==> config.mk <==
export PLATFORM = sky130hd
export DESIGN_NAME = ssp_core
export DESIGN_NICKNAME = d
export VERILOG_FILES = /design/src/ssp_pkg.sv /design/src/ssp_clkdiv.sv /design/src/ssp_core.sv
export SDC_FILE = /design/constraint.sdc
export NUM_CORES = 1
export LEC_CHECK = 0
export BUFFER_PORTS_ARGS = -buffer_cell sky130_fd_sc_hd__buf_4
export CAP_MARGIN = 0
export CELL_PAD_IN_SITES_DETAIL_PLACEMENT = 0
export CELL_PAD_IN_SITES_GLOBAL_PLACEMENT = 2
export CORE_AREA = 2 2 87 89
export DETAILED_ROUTE_END_ITERATION = 8
export DIE_AREA = 0 0 89 91
export PLACE_DENSITY_LB_ADDON = 0.2
export SLEW_MARGIN = 20
export SYNTH_ARGS = -nofsm -noshare
export SYNTH_HDL_FRONTEND = slang
export SYNTH_SLANG_ARGS = --single-unit
==> constraint.sdc <==
create_clock -name ref_clk -period 2.5 [get_ports ref_clk]
set_clock_uncertainty 0.2 [all_clocks]
set_input_delay 0.25 -clock ref_clk [delete_from_list [all_inputs] [get_ports ref_clk]]
set_output_delay 0.25 -clock ref_clk [all_outputs]
set_load 0.02 [all_outputs]
==> src/ssp_pkg.sv <==
// Constants, register map and types of the serial port core
package ssp_pkg;

  // ----------------------------------------------------------------
  // Register bus
  // ----------------------------------------------------------------
  localparam int          SSP_AW          = 3;
  localparam int          SSP_DW          = 8;
  localparam logic [2:0]  ADDR_CTRL0      = 3'h0;  // Clock source and enable
  localparam logic [2:0]  ADDR_CTRL1      = 3'h1;  // serial_control_status
  localparam logic [2:0]  ADDR_DATA       = 3'h2;  // shift_data_register
  localparam logic [2:0]  ADDR_IRQ_STAT   = 3'h3;  // Sticky events, write one to clear
  localparam logic [2:0]  ADDR_IRQ_MASK   = 3'h4;  // Interrupt mask

  // ----------------------------------------------------------------
  // Field positions
  // ----------------------------------------------------------------
  localparam int          CTRL0_SRC_LO    = 5;   // clock_source_select [7:5]
  localparam int          CTRL0_SRC_HI    = 7;
  localparam int          CTRL0_EN        = 1;   // serial_port_enable
  localparam int          CTRL1_POL       = 5;   // clock_polarity_select
  localparam int          CTRL1_EDGE      = 4;   // clock_edge_select
  localparam int          CTRL1_ORDER     = 3;   // bit_order_select, 1 = MSB first
  localparam int          CTRL1_SELEN     = 2;   // select_pin_enable
  localparam int          CTRL1_WCOL      = 1;   // write_collision_flag
  localparam int          CTRL1_DONE      = 0;   // transfer_done_flag
  localparam int          EVT_DONE        = 0;
  localparam int          EVT_WCOL        = 1;
  localparam int          EVT_W           = 2;

  // ----------------------------------------------------------------
  // Reset values
  // ----------------------------------------------------------------
  localparam logic [2:0]  SRC_RESET       = 3'h7;
  localparam logic [7:0]  DATA_RESET      = 8'h00;
  localparam logic [7:0]  READ_ZERO       = 8'h00;

  // ----------------------------------------------------------------
  // Clock source codes
  // ----------------------------------------------------------------
  localparam logic [2:0]  SRC_DIV4        = 3'h0;
  localparam logic [2:0]  SRC_DIV16       = 3'h1;
  localparam logic [2:0]  SRC_DIV64       = 3'h2;
  localparam logic [2:0]  SRC_SUB         = 3'h3;
  localparam logic [2:0]  SRC_TIMER       = 3'h4;
  localparam logic [2:0]  SRC_SLAVE       = 3'h5;

  // ----------------------------------------------------------------
  // Timing: half bit periods in system clocks, less one
  // ----------------------------------------------------------------
  localparam logic [4:0]  HALF_DIV4       = 5'h01;
  localparam logic [4:0]  HALF_DIV16      = 5'h07;
  localparam logic [4:0]  HALF_DIV64      = 5'h1F;
  localparam logic [4:0]  EDGE_LAST       = 5'h0F;  // Sixteen clock edges per byte

  typedef enum logic {SSP_IDLE, SSP_RUN} ssp_state_e;

endpackage

==> src/ssp_clkdiv.sv <==
// Master bit clock half-period tick generator
`timescale 1ns/1ps
module ssp_clkdiv
  import ssp_pkg::*;
(
  input  wire logic       ref_clk,
  input  wire logic       reset,
  input  wire logic       run,
  input  wire logic [2:0] source_select,
  input  wire logic       sub_clk_in,
  input  wire logic       timer_match,
  output logic            tick
);

  typedef struct packed {
    logic [4:0] cnt;
    logic       sub_prev;
  } ssp_div_s;

  ssp_div_s s;
  ssp_div_s next_s;
  logic     limit_hit;

  // ----------------------------------------------------------------
  // Tick selection
  // ----------------------------------------------------------------
  always_comb begin
    next_s          = s;
    next_s.sub_prev = sub_clk_in;
    limit_hit       = 1'b0;
    case (source_select)
      SRC_DIV4:  limit_hit = (s.cnt == HALF_DIV4);
      SRC_DIV16: limit_hit = (s.cnt == HALF_DIV16);
      SRC_DIV64: limit_hit = (s.cnt == HALF_DIV64);
      default:   limit_hit = 1'b0;
    endcase
    if (!run || limit_hit) begin
      next_s.cnt = 5'h00;
    end else begin
      next_s.cnt = s.cnt + 5'h01;
    end
    case (source_select)
      SRC_SUB:   tick = run && (sub_clk_in != s.sub_prev);  // Each sub clock edge
      SRC_TIMER: tick = run && timer_match;                 // Each timer match
      default:   tick = run && limit_hit;
    endcase
  end

  // State register
  always_ff @(posedge ref_clk) begin
    if (reset) begin
      s <= '0;
    end else begin
      s <= next_s;
    end
  end

endmodule

==> src/ssp_core.sv <==
// Serial port core: master/slave byte shifter with register port
//
// Behaviour
// - Master mode write to data register starts a full-duplex byte transfer at once.
// - Hardware sets the transfer-done flag at the end of each byte; it can interrupt.
// - Transfer-done flag stays set until software writes it to zero.
// - In slave mode the data register shifts out on external clock edges.
// - In slave mode input bits shift into the data register on those edges.
// - First slave bit is ready relative to select, per polarity and edge choice; the code drives it as soon as the byte is loaded, for every setting.
// - Shifting and flags keep working in the idle power mode.
// - Source field: master at sys/4, /16, /64, sub clock, timer/2; 101 slave.
// - Select pin enable one uses the select pin; zero leaves it floating.
// - Every byte passes through the single shift data register.
`timescale 1ns/1ps
module ssp_core
  import ssp_pkg::*;
(
  input  wire logic              ref_clk,
  input  wire logic              reset,
  input  wire logic [SSP_AW-1:0] addr,
  input  wire logic [SSP_DW-1:0] wdata,
  input  wire logic              wr,
  input  wire logic              rd,
  output logic      [SSP_DW-1:0] rdata,
  output logic                   irq,
  input  wire logic              sub_clk_in,
  input  wire logic              timer_match,
  input  wire logic              serial_clock_pin_in,
  output logic                   serial_clock_pin_out,
  output logic                   serial_clock_pin_oe,
  input  wire logic              slave_select_n_in,
  output logic                   slave_select_n_out,
  output logic                   slave_select_n_oe,
  input  wire logic              serial_in_pin,
  output logic                   serial_out_pin,
  output logic                   serial_out_pin_oe
);

  typedef struct packed {
    logic [2:0]       src;
    logic             enable;
    logic             polarity;
    logic             edge_sel;
    logic             order;
    logic             sel_en;
    logic             done_flag;
    logic             wcol_flag;
    logic [7:0]       shreg;
    logic             rx_hold;
    logic [4:0]       cnt;
    ssp_state_e       state;
    logic             ss_n_o;
    logic             sck_o;
    logic             sclk_prev;
    logic [EVT_W-1:0] evt_stat;
    logic [EVT_W-1:0] evt_mask;
    logic [7:0]       rdata;
  } ssp_core_s;

  ssp_core_s s;
  ssp_core_s next_s;

  logic       is_master;
  logic       is_slave;
  logic       selected;
  logic       tick;
  logic       bit_edge;
  logic       capture;
  logic       busy;
  logic       data_wr;
  logic       done_pulse;
  logic       wcol_pulse;
  logic [7:0] ctrl0_rd;
  logic [7:0] ctrl1_rd;

  // ----------------------------------------------------------------
  // Byte shift helper
  // ----------------------------------------------------------------
  function automatic logic [7:0] shift_byte(input logic [7:0] v, input logic msb_first,
                                            input logic in_bit);
    if (msb_first) begin
      shift_byte = {v[6:0], in_bit};
    end else begin
      shift_byte = {in_bit, v[7:1]};
    end
  endfunction

  // ----------------------------------------------------------------
  // Mode decode
  // ----------------------------------------------------------------
  // Codes 110 and 111 leave the port inert
  assign is_master = s.enable && (s.src <= SRC_TIMER);
  assign is_slave  = s.enable && (s.src == SRC_SLAVE);
  // Slave listens always when the select pin is disabled
  assign selected  = !s.sel_en || !slave_select_n_in;
  assign busy      = (s.state == SSP_RUN) || (s.cnt != 5'h00);
  assign data_wr   = wr && (addr == ADDR_DATA);

  // Bit clock source; no gating by the idle power mode
  ssp_clkdiv u_clkdiv (
    .ref_clk       (ref_clk),
    .reset         (reset),
    .run           (is_master && (s.state == SSP_RUN)),
    .source_select (s.src),
    .sub_clk_in    (sub_clk_in),
    .timer_match   (timer_match),
    .tick          (tick)
  );

  // Readback images
  assign ctrl0_rd = {s.src, 3'h0, s.enable, 1'b0};
  assign ctrl1_rd = {2'h0, s.polarity, s.edge_sel, s.order, s.sel_en,
                     s.wcol_flag, s.done_flag};

  // ----------------------------------------------------------------
  // Next state
  // ----------------------------------------------------------------
  always_comb begin
    next_s     = s;
    done_pulse = 1'b0;
    wcol_pulse = 1'b0;
    // Master edges come from the divider, slave edges from the pin
    bit_edge   = (is_master && (s.state == SSP_RUN) && tick) ||
                 (is_slave && selected && (serial_clock_pin_in != s.sclk_prev));
    // Even edge count means leading edge; edge_sel one captures there
    capture    = (!s.cnt[0]) == s.edge_sel;
    next_s.sclk_prev = serial_clock_pin_in;

    // Idle clock level follows polarity
    if (s.state == SSP_IDLE) begin
      next_s.sck_o = !s.polarity;
    end

    // Shift engine
    if (bit_edge) begin
      if (is_master) begin
        next_s.sck_o = !s.sck_o;
      end
      if (capture) begin
        next_s.rx_hold = serial_in_pin;
      end else if (s.cnt != 5'h00) begin
        next_s.shreg = shift_byte(s.shreg, s.order, s.rx_hold);
      end
      if (s.cnt == EDGE_LAST) begin
        if (capture) begin
          next_s.shreg = shift_byte(s.shreg, s.order, serial_in_pin);
        end
        next_s.cnt    = 5'h00;
        next_s.state  = SSP_IDLE;
        next_s.ss_n_o = 1'b1;
        done_pulse    = 1'b1;
      end else begin
        next_s.cnt = s.cnt + 5'h01;
      end
    end

    // Slave drop of select abandons a partial byte
    if (is_slave && !selected) begin
      next_s.cnt = 5'h00;
    end

    // Software access to the data register
    if (data_wr) begin
      if (busy) begin
        wcol_pulse = 1'b1;
      end else begin
        next_s.shreg = wdata;
        if (is_master) begin
          next_s.state  = SSP_RUN;
          next_s.cnt    = 5'h00;
          next_s.ss_n_o = 1'b0;
          next_s.sck_o  = !s.polarity;
        end
      end
    end

    // Disabling, or leaving master mode, aborts any transfer
    if (!s.enable || (!is_master && (s.state == SSP_RUN))) begin
      next_s.state  = SSP_IDLE;
      next_s.cnt    = 5'h00;
      next_s.ss_n_o = 1'b1;
    end

    // Control register writes
    if (wr && (addr == ADDR_CTRL0)) begin
      next_s.src    = wdata[CTRL0_SRC_HI:CTRL0_SRC_LO];
      next_s.enable = wdata[CTRL0_EN];
    end
    if (wr && (addr == ADDR_CTRL1)) begin
      next_s.polarity  = wdata[CTRL1_POL];
      next_s.edge_sel  = wdata[CTRL1_EDGE];
      next_s.order     = wdata[CTRL1_ORDER];
      next_s.sel_en    = wdata[CTRL1_SELEN];
      // Flags clear only by writing zero
      next_s.done_flag = s.done_flag && wdata[CTRL1_DONE];
      next_s.wcol_flag = s.wcol_flag && wdata[CTRL1_WCOL];
    end
    // Hardware set wins over a same-cycle clear
    if (done_pulse) begin
      next_s.done_flag = 1'b1;
    end
    if (wcol_pulse) begin
      next_s.wcol_flag = 1'b1;
    end

    // Interrupt status and mask
    if (wr && (addr == ADDR_IRQ_STAT)) begin
      next_s.evt_stat = s.evt_stat & ~wdata[EVT_W-1:0];
    end
    if (wr && (addr == ADDR_IRQ_MASK)) begin
      next_s.evt_mask = wdata[EVT_W-1:0];
    end
    next_s.evt_stat[EVT_DONE] = next_s.evt_stat[EVT_DONE] || done_pulse;
    next_s.evt_stat[EVT_WCOL] = next_s.evt_stat[EVT_WCOL] || wcol_pulse;

    // Read data, valid the cycle after the strobe
    next_s.rdata = READ_ZERO;
    if (rd) begin
      case (addr)
        ADDR_CTRL0:    next_s.rdata = ctrl0_rd;
        ADDR_CTRL1:    next_s.rdata = ctrl1_rd;
        ADDR_DATA:     next_s.rdata = s.shreg;
        ADDR_IRQ_STAT: next_s.rdata = {6'h00, s.evt_stat};
        ADDR_IRQ_MASK: next_s.rdata = {6'h00, s.evt_mask};
        default:       next_s.rdata = READ_ZERO;
      endcase
    end
  end

  // State register
  always_ff @(posedge ref_clk) begin
    if (reset) begin
      s          <= '0;
      s.src      <= SRC_RESET;
      s.shreg    <= DATA_RESET;
      s.state    <= SSP_IDLE;
      s.ss_n_o   <= 1'b1;
      s.sck_o    <= 1'b1;
    end else begin
      s <= next_s;
    end
  end

  // ----------------------------------------------------------------
  // Outputs
  // ----------------------------------------------------------------
  assign rdata                = s.rdata;
  assign irq                  = |(s.evt_stat & s.evt_mask);
  assign serial_clock_pin_out = s.sck_o;
  assign serial_clock_pin_oe  = is_master;
  assign slave_select_n_out   = s.ss_n_o;
  assign slave_select_n_oe    = is_master && s.sel_en;
  // First bit sits on the line as soon as the byte is loaded
  assign serial_out_pin       = s.order ? s.shreg[7] : s.shreg[0];
  assign serial_out_pin_oe    = is_master || (is_slave && selected);

  // ----------------------------------------------------------------
  // Assertions
  // ----------------------------------------------------------------
  a_start_on_write: assert property (
    @(posedge ref_clk) disable iff (reset)
    (data_wr && is_master && !busy) |=> (s.state == SSP_RUN) && !s.ss_n_o)
    else $error("master write did not start a transfer");

  a_done_sets_flag: assert property (
    @(posedge ref_clk) disable iff (reset)
    done_pulse |=> s.done_flag && s.evt_stat[EVT_DONE])
    else $error("transfer end did not set the done flag");

  a_done_sticky: assert property (
    @(posedge ref_clk) disable iff (reset)
    (s.done_flag && !(wr && (addr == ADDR_CTRL1) && !wdata[CTRL1_DONE])) |=> s.done_flag)
    else $error("done flag cleared without a zero write");

  a_slave_drives_out: assert property (
    @(posedge ref_clk) disable iff (reset)
    is_slave |-> (serial_out_pin_oe == selected) && !serial_clock_pin_oe)
    else $error("slave output enable wrong");

  a_slave_capture: assert property (
    @(posedge ref_clk) disable iff (reset)
    (is_slave && bit_edge && capture) |=> (s.rx_hold == $past(serial_in_pin)))
    else $error("slave did not capture the input bit");

  a_select_before_clk: assert property (
    @(posedge ref_clk) disable iff (reset)
    (is_master && $changed(s.sck_o) && $past(s.state) == SSP_RUN) |-> !$past(s.ss_n_o))
    else $error("master clock toggled with select high");

  a_first_bit_ready: assert property (
    @(posedge ref_clk) disable iff (reset)
    (data_wr && !busy) |=> serial_out_pin == (s.order ? $past(wdata[7]) : $past(wdata[0])))
    else $error("first bit not ready after load");

  a_byte_length: assert property (
    @(posedge ref_clk) disable iff (reset)
    $rose(s.state == SSP_RUN) |-> (s.cnt == 5'h00))
    else $error("transfer started with a stale edge count");

  a_slave_no_clock: assert property (
    @(posedge ref_clk) disable iff (reset)
    (s.enable && s.src == SRC_SLAVE) |-> !serial_clock_pin_oe && (s.state == SSP_IDLE))
    else $error("slave mode drives the clock");

  a_select_float: assert property (
    @(posedge ref_clk) disable iff (reset)
    !s.sel_en |-> !slave_select_n_oe)
    else $error("select pin driven while disabled");

  a_collision_flag: assert property (
    @(posedge ref_clk) disable iff (reset)
    (data_wr && busy && !bit_edge) |=> s.wcol_flag && $stable(s.shreg))
    else $error("busy write not flagged or not ignored");

endmodule

======== Yosys cells after proc, flatten, opt, wreduce, memory -nomap -nowiden ========
Index checks and enable logic that the tools add are counted.
cells by class
  reduce and logical (&&, ||, !) cells .... 46
  add/subtract/negate cells ............... 2
  equality and inequality tests ........... 16
  order comparisons ....................... 1
  mux-type cells .......................... 30
  bitwise operators ....................... 4
operator list
  kind                 number
  $mux 8               11
  $pmux 8 s5           1
  $logic_and 1x1->1    19
  $mux 17              1
  $eq 3x2->1 const B   4
  $add 5x1->5 const B  2
  $mux 1               10
  $mux 5               2
  $eq 3x3->1 const B   3
  $logic_not 1->1      9
  $logic_or 1x1->1     8
  $reduce_or 2->1      4
  $eq 3x1->1 const B   2
  $logic_not 3->1      2
  $mux 2               3
  $eq 5x1->1 const B   1
  $eq 5x3->1 const B   1
  $eq 5x4->1 const B   1
  $eq 5x5->1 const B   1
  $reduce_bool 5->1    1
  $and 2x2->2          2
  $reduce_bool 2->1    2
  $le 3x3->1 const B   1
  $pmux 1 s3           1
  other kinds (6)      7
word-level totals
  register bits ........................... 46
  logic and storage cells ................. 119
  bits of input ports ..................... 20

======== Depth between registers and ports, before layout ========
  word-level depth ........................ 12
  mapped depth ............................ 8
  gate-level depth less buffers ........... 8

======== Modules after synthesis ========
Synthesis repeated with hierarchy kept, for this count alone.
unflattened totals
  cells, all modules ...................... 261
  area total of the unflattened synthesis .. 2322.2 um^2
modules (own cells, without submodules)
  module      times used  seq. area each (um^2)  area an instance (um^2)  cells each
  ssp_core    1           800.8                  2011.9                   228
  ssp_clkdiv  1           120.1                  310.3                    33

======== Worst setup path after synthesis ========
OpenSTA, ideal clock, no wires.
  path type ............................... reg2reg
  from .................................... reg s[16] in the netlist's numbering
  to ...................................... reg s[20] in the netlist's numbering
  path slack .............................. 371 ps
  arrival ................................. 1809 ps
  path buffers ............................ 0
  data required time ...................... 2179 ps
  period minus slack after synthesis ...... 2129 ps
  library setup time ...................... 121 ps
  cell stages (with the launch flop) ...... 8
  cell sequence ........................... dfxtp_1 > inv_1 > ha_1 > or4b_4 > nor4_4 > nand3_2 > nand3_1 > nor3b_1
on the way
  longest elaborated chain between the ends .. 7
  elaborated cells on any way between the ends .. 10
  those cells by class .................... 1 x add/sub; 1 x eq/ne; 6 x mux; 2 x reduce/logical
ends and longest elaborated chain
  element                                           line                              source
  from (decl)                                       ssp_core.sv:60                    ssp_core_s s;
  from (signal assigned)                            ssp_core.sv:240                   s <= next_s;
  $add 5x1->5 / $eq 5x4->1 (equally long branches)  ssp_core.sv:153, ssp_core.sv:144
  $mux 5                                            ssp_core.sv:144                   if (s.cnt == EDGE_LAST) begin
  $mux 17                                           ssp_core.sv:135                   if (bit_edge) begin
  $mux 5                                            ssp_core.sv:158                   if (is_slave && !selected) begin
  $mux 8                                            ssp_core.sv:168                   if (is_master) begin
  $mux 8                                            ssp_core.sv:164                   if (busy) begin
  $mux 8 (*)                                        ssp_core.sv:163                   if (data_wr) begin
Every way passes the cells marked *; elsewhere a longest branch is shown, timed or not.
A chain may end at the register's enable or synchronous reset.

======== Worst setup path in the final report ========
  from .................................... reg s, in the netlist ctrl0_rd[6]
  to ...................................... reg s[15] in the netlist's numbering
on the way
  longest elaborated chain between the ends .. 11
  elaborated cells on any way between the ends .. 27
  those cells by class .................... 1 x order compare; 5 x eq/ne; 6 x mux; 15 x reduce/logical
ends and longest elaborated chain
  element                                      line                                                  source
  $le 3x3->1                                   ssp_core.sv:92                                        assign is_master = s.enable && (s.src <= SRC_TIMER);
  $logic_and 1x1->1                            ssp_core.sv:92
  $logic_and 1x1->1                            ssp_core.sv:103, ssp_core.sv:123
  $logic_and 1x1->1, on equally long branches  ssp_clkdiv.sv:45, ssp_clkdiv.sv:43, ssp_clkdiv.sv:44
  $pmux 1 s2                                   ssp_clkdiv.sv:42                                      case (source_select)
  $logic_and 1x1->1                            ssp_core.sv:123                                       bit_edge = (is_master && (s.state == SSP_RUN) && tick) ||
  $logic_or 1x1->1                             ssp_core.sv:123
  $mux 17                                      ssp_core.sv:135
  $mux 8                                       ssp_core.sv:168
  $mux 8                                       ssp_core.sv:164
  $mux 8                                       ssp_core.sv:163
Several ways; a longest one is shown, not always the timed one.

==> metrics.cfg <==
[global_route]
gr-usage-met2=0.241
grt_first_pass_wirelength_um=10400
antenna_found_initial=0
grt_max_degree=29
grt-ovfl-total=0
grt_pass1_vias=2017
grt.total_usage=0.164
grtUsageMet1=0.243
top_usage_layer=met1
use_met3=0.0309

[power]
vdd_drop_max_v=0.000150
p_per_area_nw_per_um2=471
p_leak_nw=1.07
power_frac_comb=0.091
p_int_mw=0.999
clkPwrFrac=0.344
swShare=0.253
power.switching_mw=0.339
pwr-share-seq=0.564

[floorplanning]
die_area_sq_um=8100
fp-row-count=31
core-area_sq_um=7140
die_w_um=89
ios=35
initial_core_util=0.331
die_h_um=91

[worst_setup_path]
crit_fanout=10
reg2regPathDepth=6
critPathLaunchType=flip-flop
r2r-end=s[15]
end_kind=flip-flop
worst_ep_arrival_time_ns=2.36
required_ns=2.51
rr_startpoint=ctrl0_rd[6]
startpoint=ctrl0_rd[6]
endpoint=s[15]
critPathKind=reg -> reg
ff2ff_setup_slack_ns=0.15

[finish]
finalNetCount=333
drive_gt1_frac=0.190
antennaDiodeCount=0
layout_commonest_cell=dfxtp_1
area_growth_pct=20.2
layout.cells.non_filler=410
most-common-layout-cells=dfxtp_1 (46), buf_4 (40), nand2_1 (29), nor2_1 (24), a21oi_1 (23)

[cts]
cts_resized=0
cts.clk_slew.worst_paths_ns=0.09
cts.sinks=46
htree_num_levels=2
cts_tree=yes
cts_setup_buffers=0
clock_path_buffers=2
ctsRootBufferMaster=clkbuf_8
clk_latency_ns=0.30
cts_buffers=5

[placement]
placed_cells=394
dp_hpwl_um=4510
io_buffer_count=34
gp_congestion=0.808

[synthesis]
synth_cells=272
ys_ff_latch=46
avgSynthCellArea_sq_um=8.68
syn_nets=295
yosysSeqAreaShare=0.390
yosys_warnings=0
synth_cell_types=49
syn_area_sq_um=2360

[sta]
setup-violations-final=0
rsz0062_at_grt=false
tns_ns=0
hold_violations=0
hold_slack_ns=0.0178
fmax_mhz=425
final_max_slew_viol_count=0
fin_crit_sh=0.942
relSlewSlack=0.667
tightest_slew_ns=0.500
finalCriticalPeriod_ns=2.35

[routing]
wl_um=6090
remaining_drc_errors=0
drtIter0Drc=157
final_antenna_net_count=0
vias_per_cell=5.00
avgRoutedWirePerCell_um=14.8
dr.pass1.iters=4
vias=2049

[status]
outcome=finished, final reports clean

[job]
maxCapViolCount=0

[worst_hold_path]
min_path_type=in -> reg

==> synthesized netlist by cell type (all sizes together) <==
| cell | n | area, sq um |
|---|---|---|
| ha | 3 | 37.5 |
| dfxtp | 46 | 921 |
| buf | 12 | 83.8 |
| xor2 | 4 | 35.0 |
| inv | 8 | 30.0 |
| nand3 | 17 | 90.1 |
| a21oi | 23 | 115 |
| a211oi | 3 | 22.5 |
| and2 | 2 | 12.5 |
| mux2 | 3 | 33.8 |
| nand4b | 1 | 8.76 |
| mux4 | 1 | 22.5 |
| and3 | 3 | 18.8 |
| xnor2 | 3 | 26.3 |
| mux2i | 13 | 130 |
| nor3b | 3 | 22.5 |
| a311oi | 1 | 8.76 |
| a21o | 1 | 8.76 |
| a211o | 3 | 26.3 |
| a22o | 1 | 8.76 |
| nor2 | 24 | 90.1 |
| and4b | 1 | 10.0 |
| nor2b | 10 | 62.6 |
| nand4 | 2 | 12.5 |
| or3b | 2 | 17.5 |
| nor4 | 2 | 27.5 |
| nand2 | 29 | 109 |
| or4b | 1 | 13.8 |
| o211a | 2 | 20.0 |
| nor3 | 7 | 35.0 |
| clkbuf | 5 | 28.8 |
| a22oi | 5 | 37.5 |
| o2111a | 1 | 11.3 |
| nand2b | 4 | 25.0 |
| o31ai | 1 | 7.51 |
| o2111ai | 2 | 17.5 |
| o221ai | 6 | 52.6 |
| o21bai | 2 | 15.0 |
| o21ai | 10 | 68.8 |
| or3 | 4 | 30.0 |
| o211ai | 1 | 7.51 |
==> power groups by stage <==
stage | combinational [mW] | clock (mW) | sequential (mW)
floorplan | 0.0663 | 0 | 0.766
global placement | 0.113 | 0 | 0.773
detailed placement | 0.112 | 0 | 0.772
CTS | 0.123 | 0.483 | 0.755
global route | 0.134 | 0.509 | 0.757
finish | 0.122 | 0.461 | 0.755
==> metrics by stage <==
step / total power [mW] / cell area (sq um) / setup slack, ns / util
CTS: 1.36 / 2840 / 0.130 / 0.398
finish: 1.34 / 2840 / 0.146 / 0.398
global route: 1.40 / 2840 / 0.0306 / 0.398
floorplan: 0.833 / 2360 / 0.371 / -
detailed placement: 0.885 / 2670 / 0.143 / 0.375
global placement: 0.887 / 2670 / 0.130 / 0.375
==> what timing repair did <==
action	CTS	global route
endpoints found under the setup margin	0	0
hold buffers	8	0
hold endpoints to repair	11	0
==> flip-flops by register name (all words and copies together), names as in the netlist <==
register	count
s	20
rdata	8
ctrl1_rd	6
u_clkdiv.s	6
ctrl0_rd	4
serial_clock_pin_out	1
slave_select_n_out	1
==> routing by layer <==
metal / wire length, um / vias to the layer above
li1: - / 1047
met1: 3020 / 948
met4: 61 / 0
met5: 0 / -
met3: 252 / 4
met2: 2750 / 50
==> cell families (layout without fill, tap and decap cells) <==
| group | Yosys count | after routing | synth area share |
|---|---|---|---|
| xor gates and xnor gates | 7 | 7 | 0.0260 |
| DFF | 46 | 46 | 0.390 |
| AOI/OAI and AO/OA | 62 | 62 | 0.181 |
| adders and majority gates | 3 | 3 | 0.0159 |
| buffers and inverters | 25 | 64 | 0.0604 |
| muxes | 17 | 17 | 0.0789 |
| and+or+nand+nor | 112 | 112 | 0.248 |
==> worst min-delay path by stage <==
stage | startpoint | endpoint | slack, ns | cells after the start
5_1_grt | rd | rdata[1] | 0.03 | 3
2_1_floorplan | wdata[7] | ctrl0_rd[7] | 0.17 | 1
3_3_place_gp | ctrl1_rd[0] | ctrl1_rd[0] | 0.26 | 2
6_report | addr[0] | rdata[7] | 0.02 | 2
4_1_cts | addr[0] | rdata[7] | 0.01 | 2
3_5_place_dp | slave_select_n_out | slave_select_n_out | 0.26 | 2
==> critical path: stages, from the launching register on <==
cell and delay [ns]:
dfxtp_1 0.54, nor2b_1 0.11, nor4_1 0.27, o2111a_1 0.38, o21ai_2 0.17, or3_4 0.40, and3_1 0.18
==> final cells by class <==
cell class | count | area (sq um)
fillers | 771 | 4300
clock inverters | 2 | 13.8
flip-flops and latches | 46 | 921
multi-input cells | 201 | 1300
inverters | 8 | 30.0
clock buffers | 6 | 72.6
well taps | 99 | 124
repair buffers | 48 | 380
Note: power is estimated with default switching activity, not from simulation.
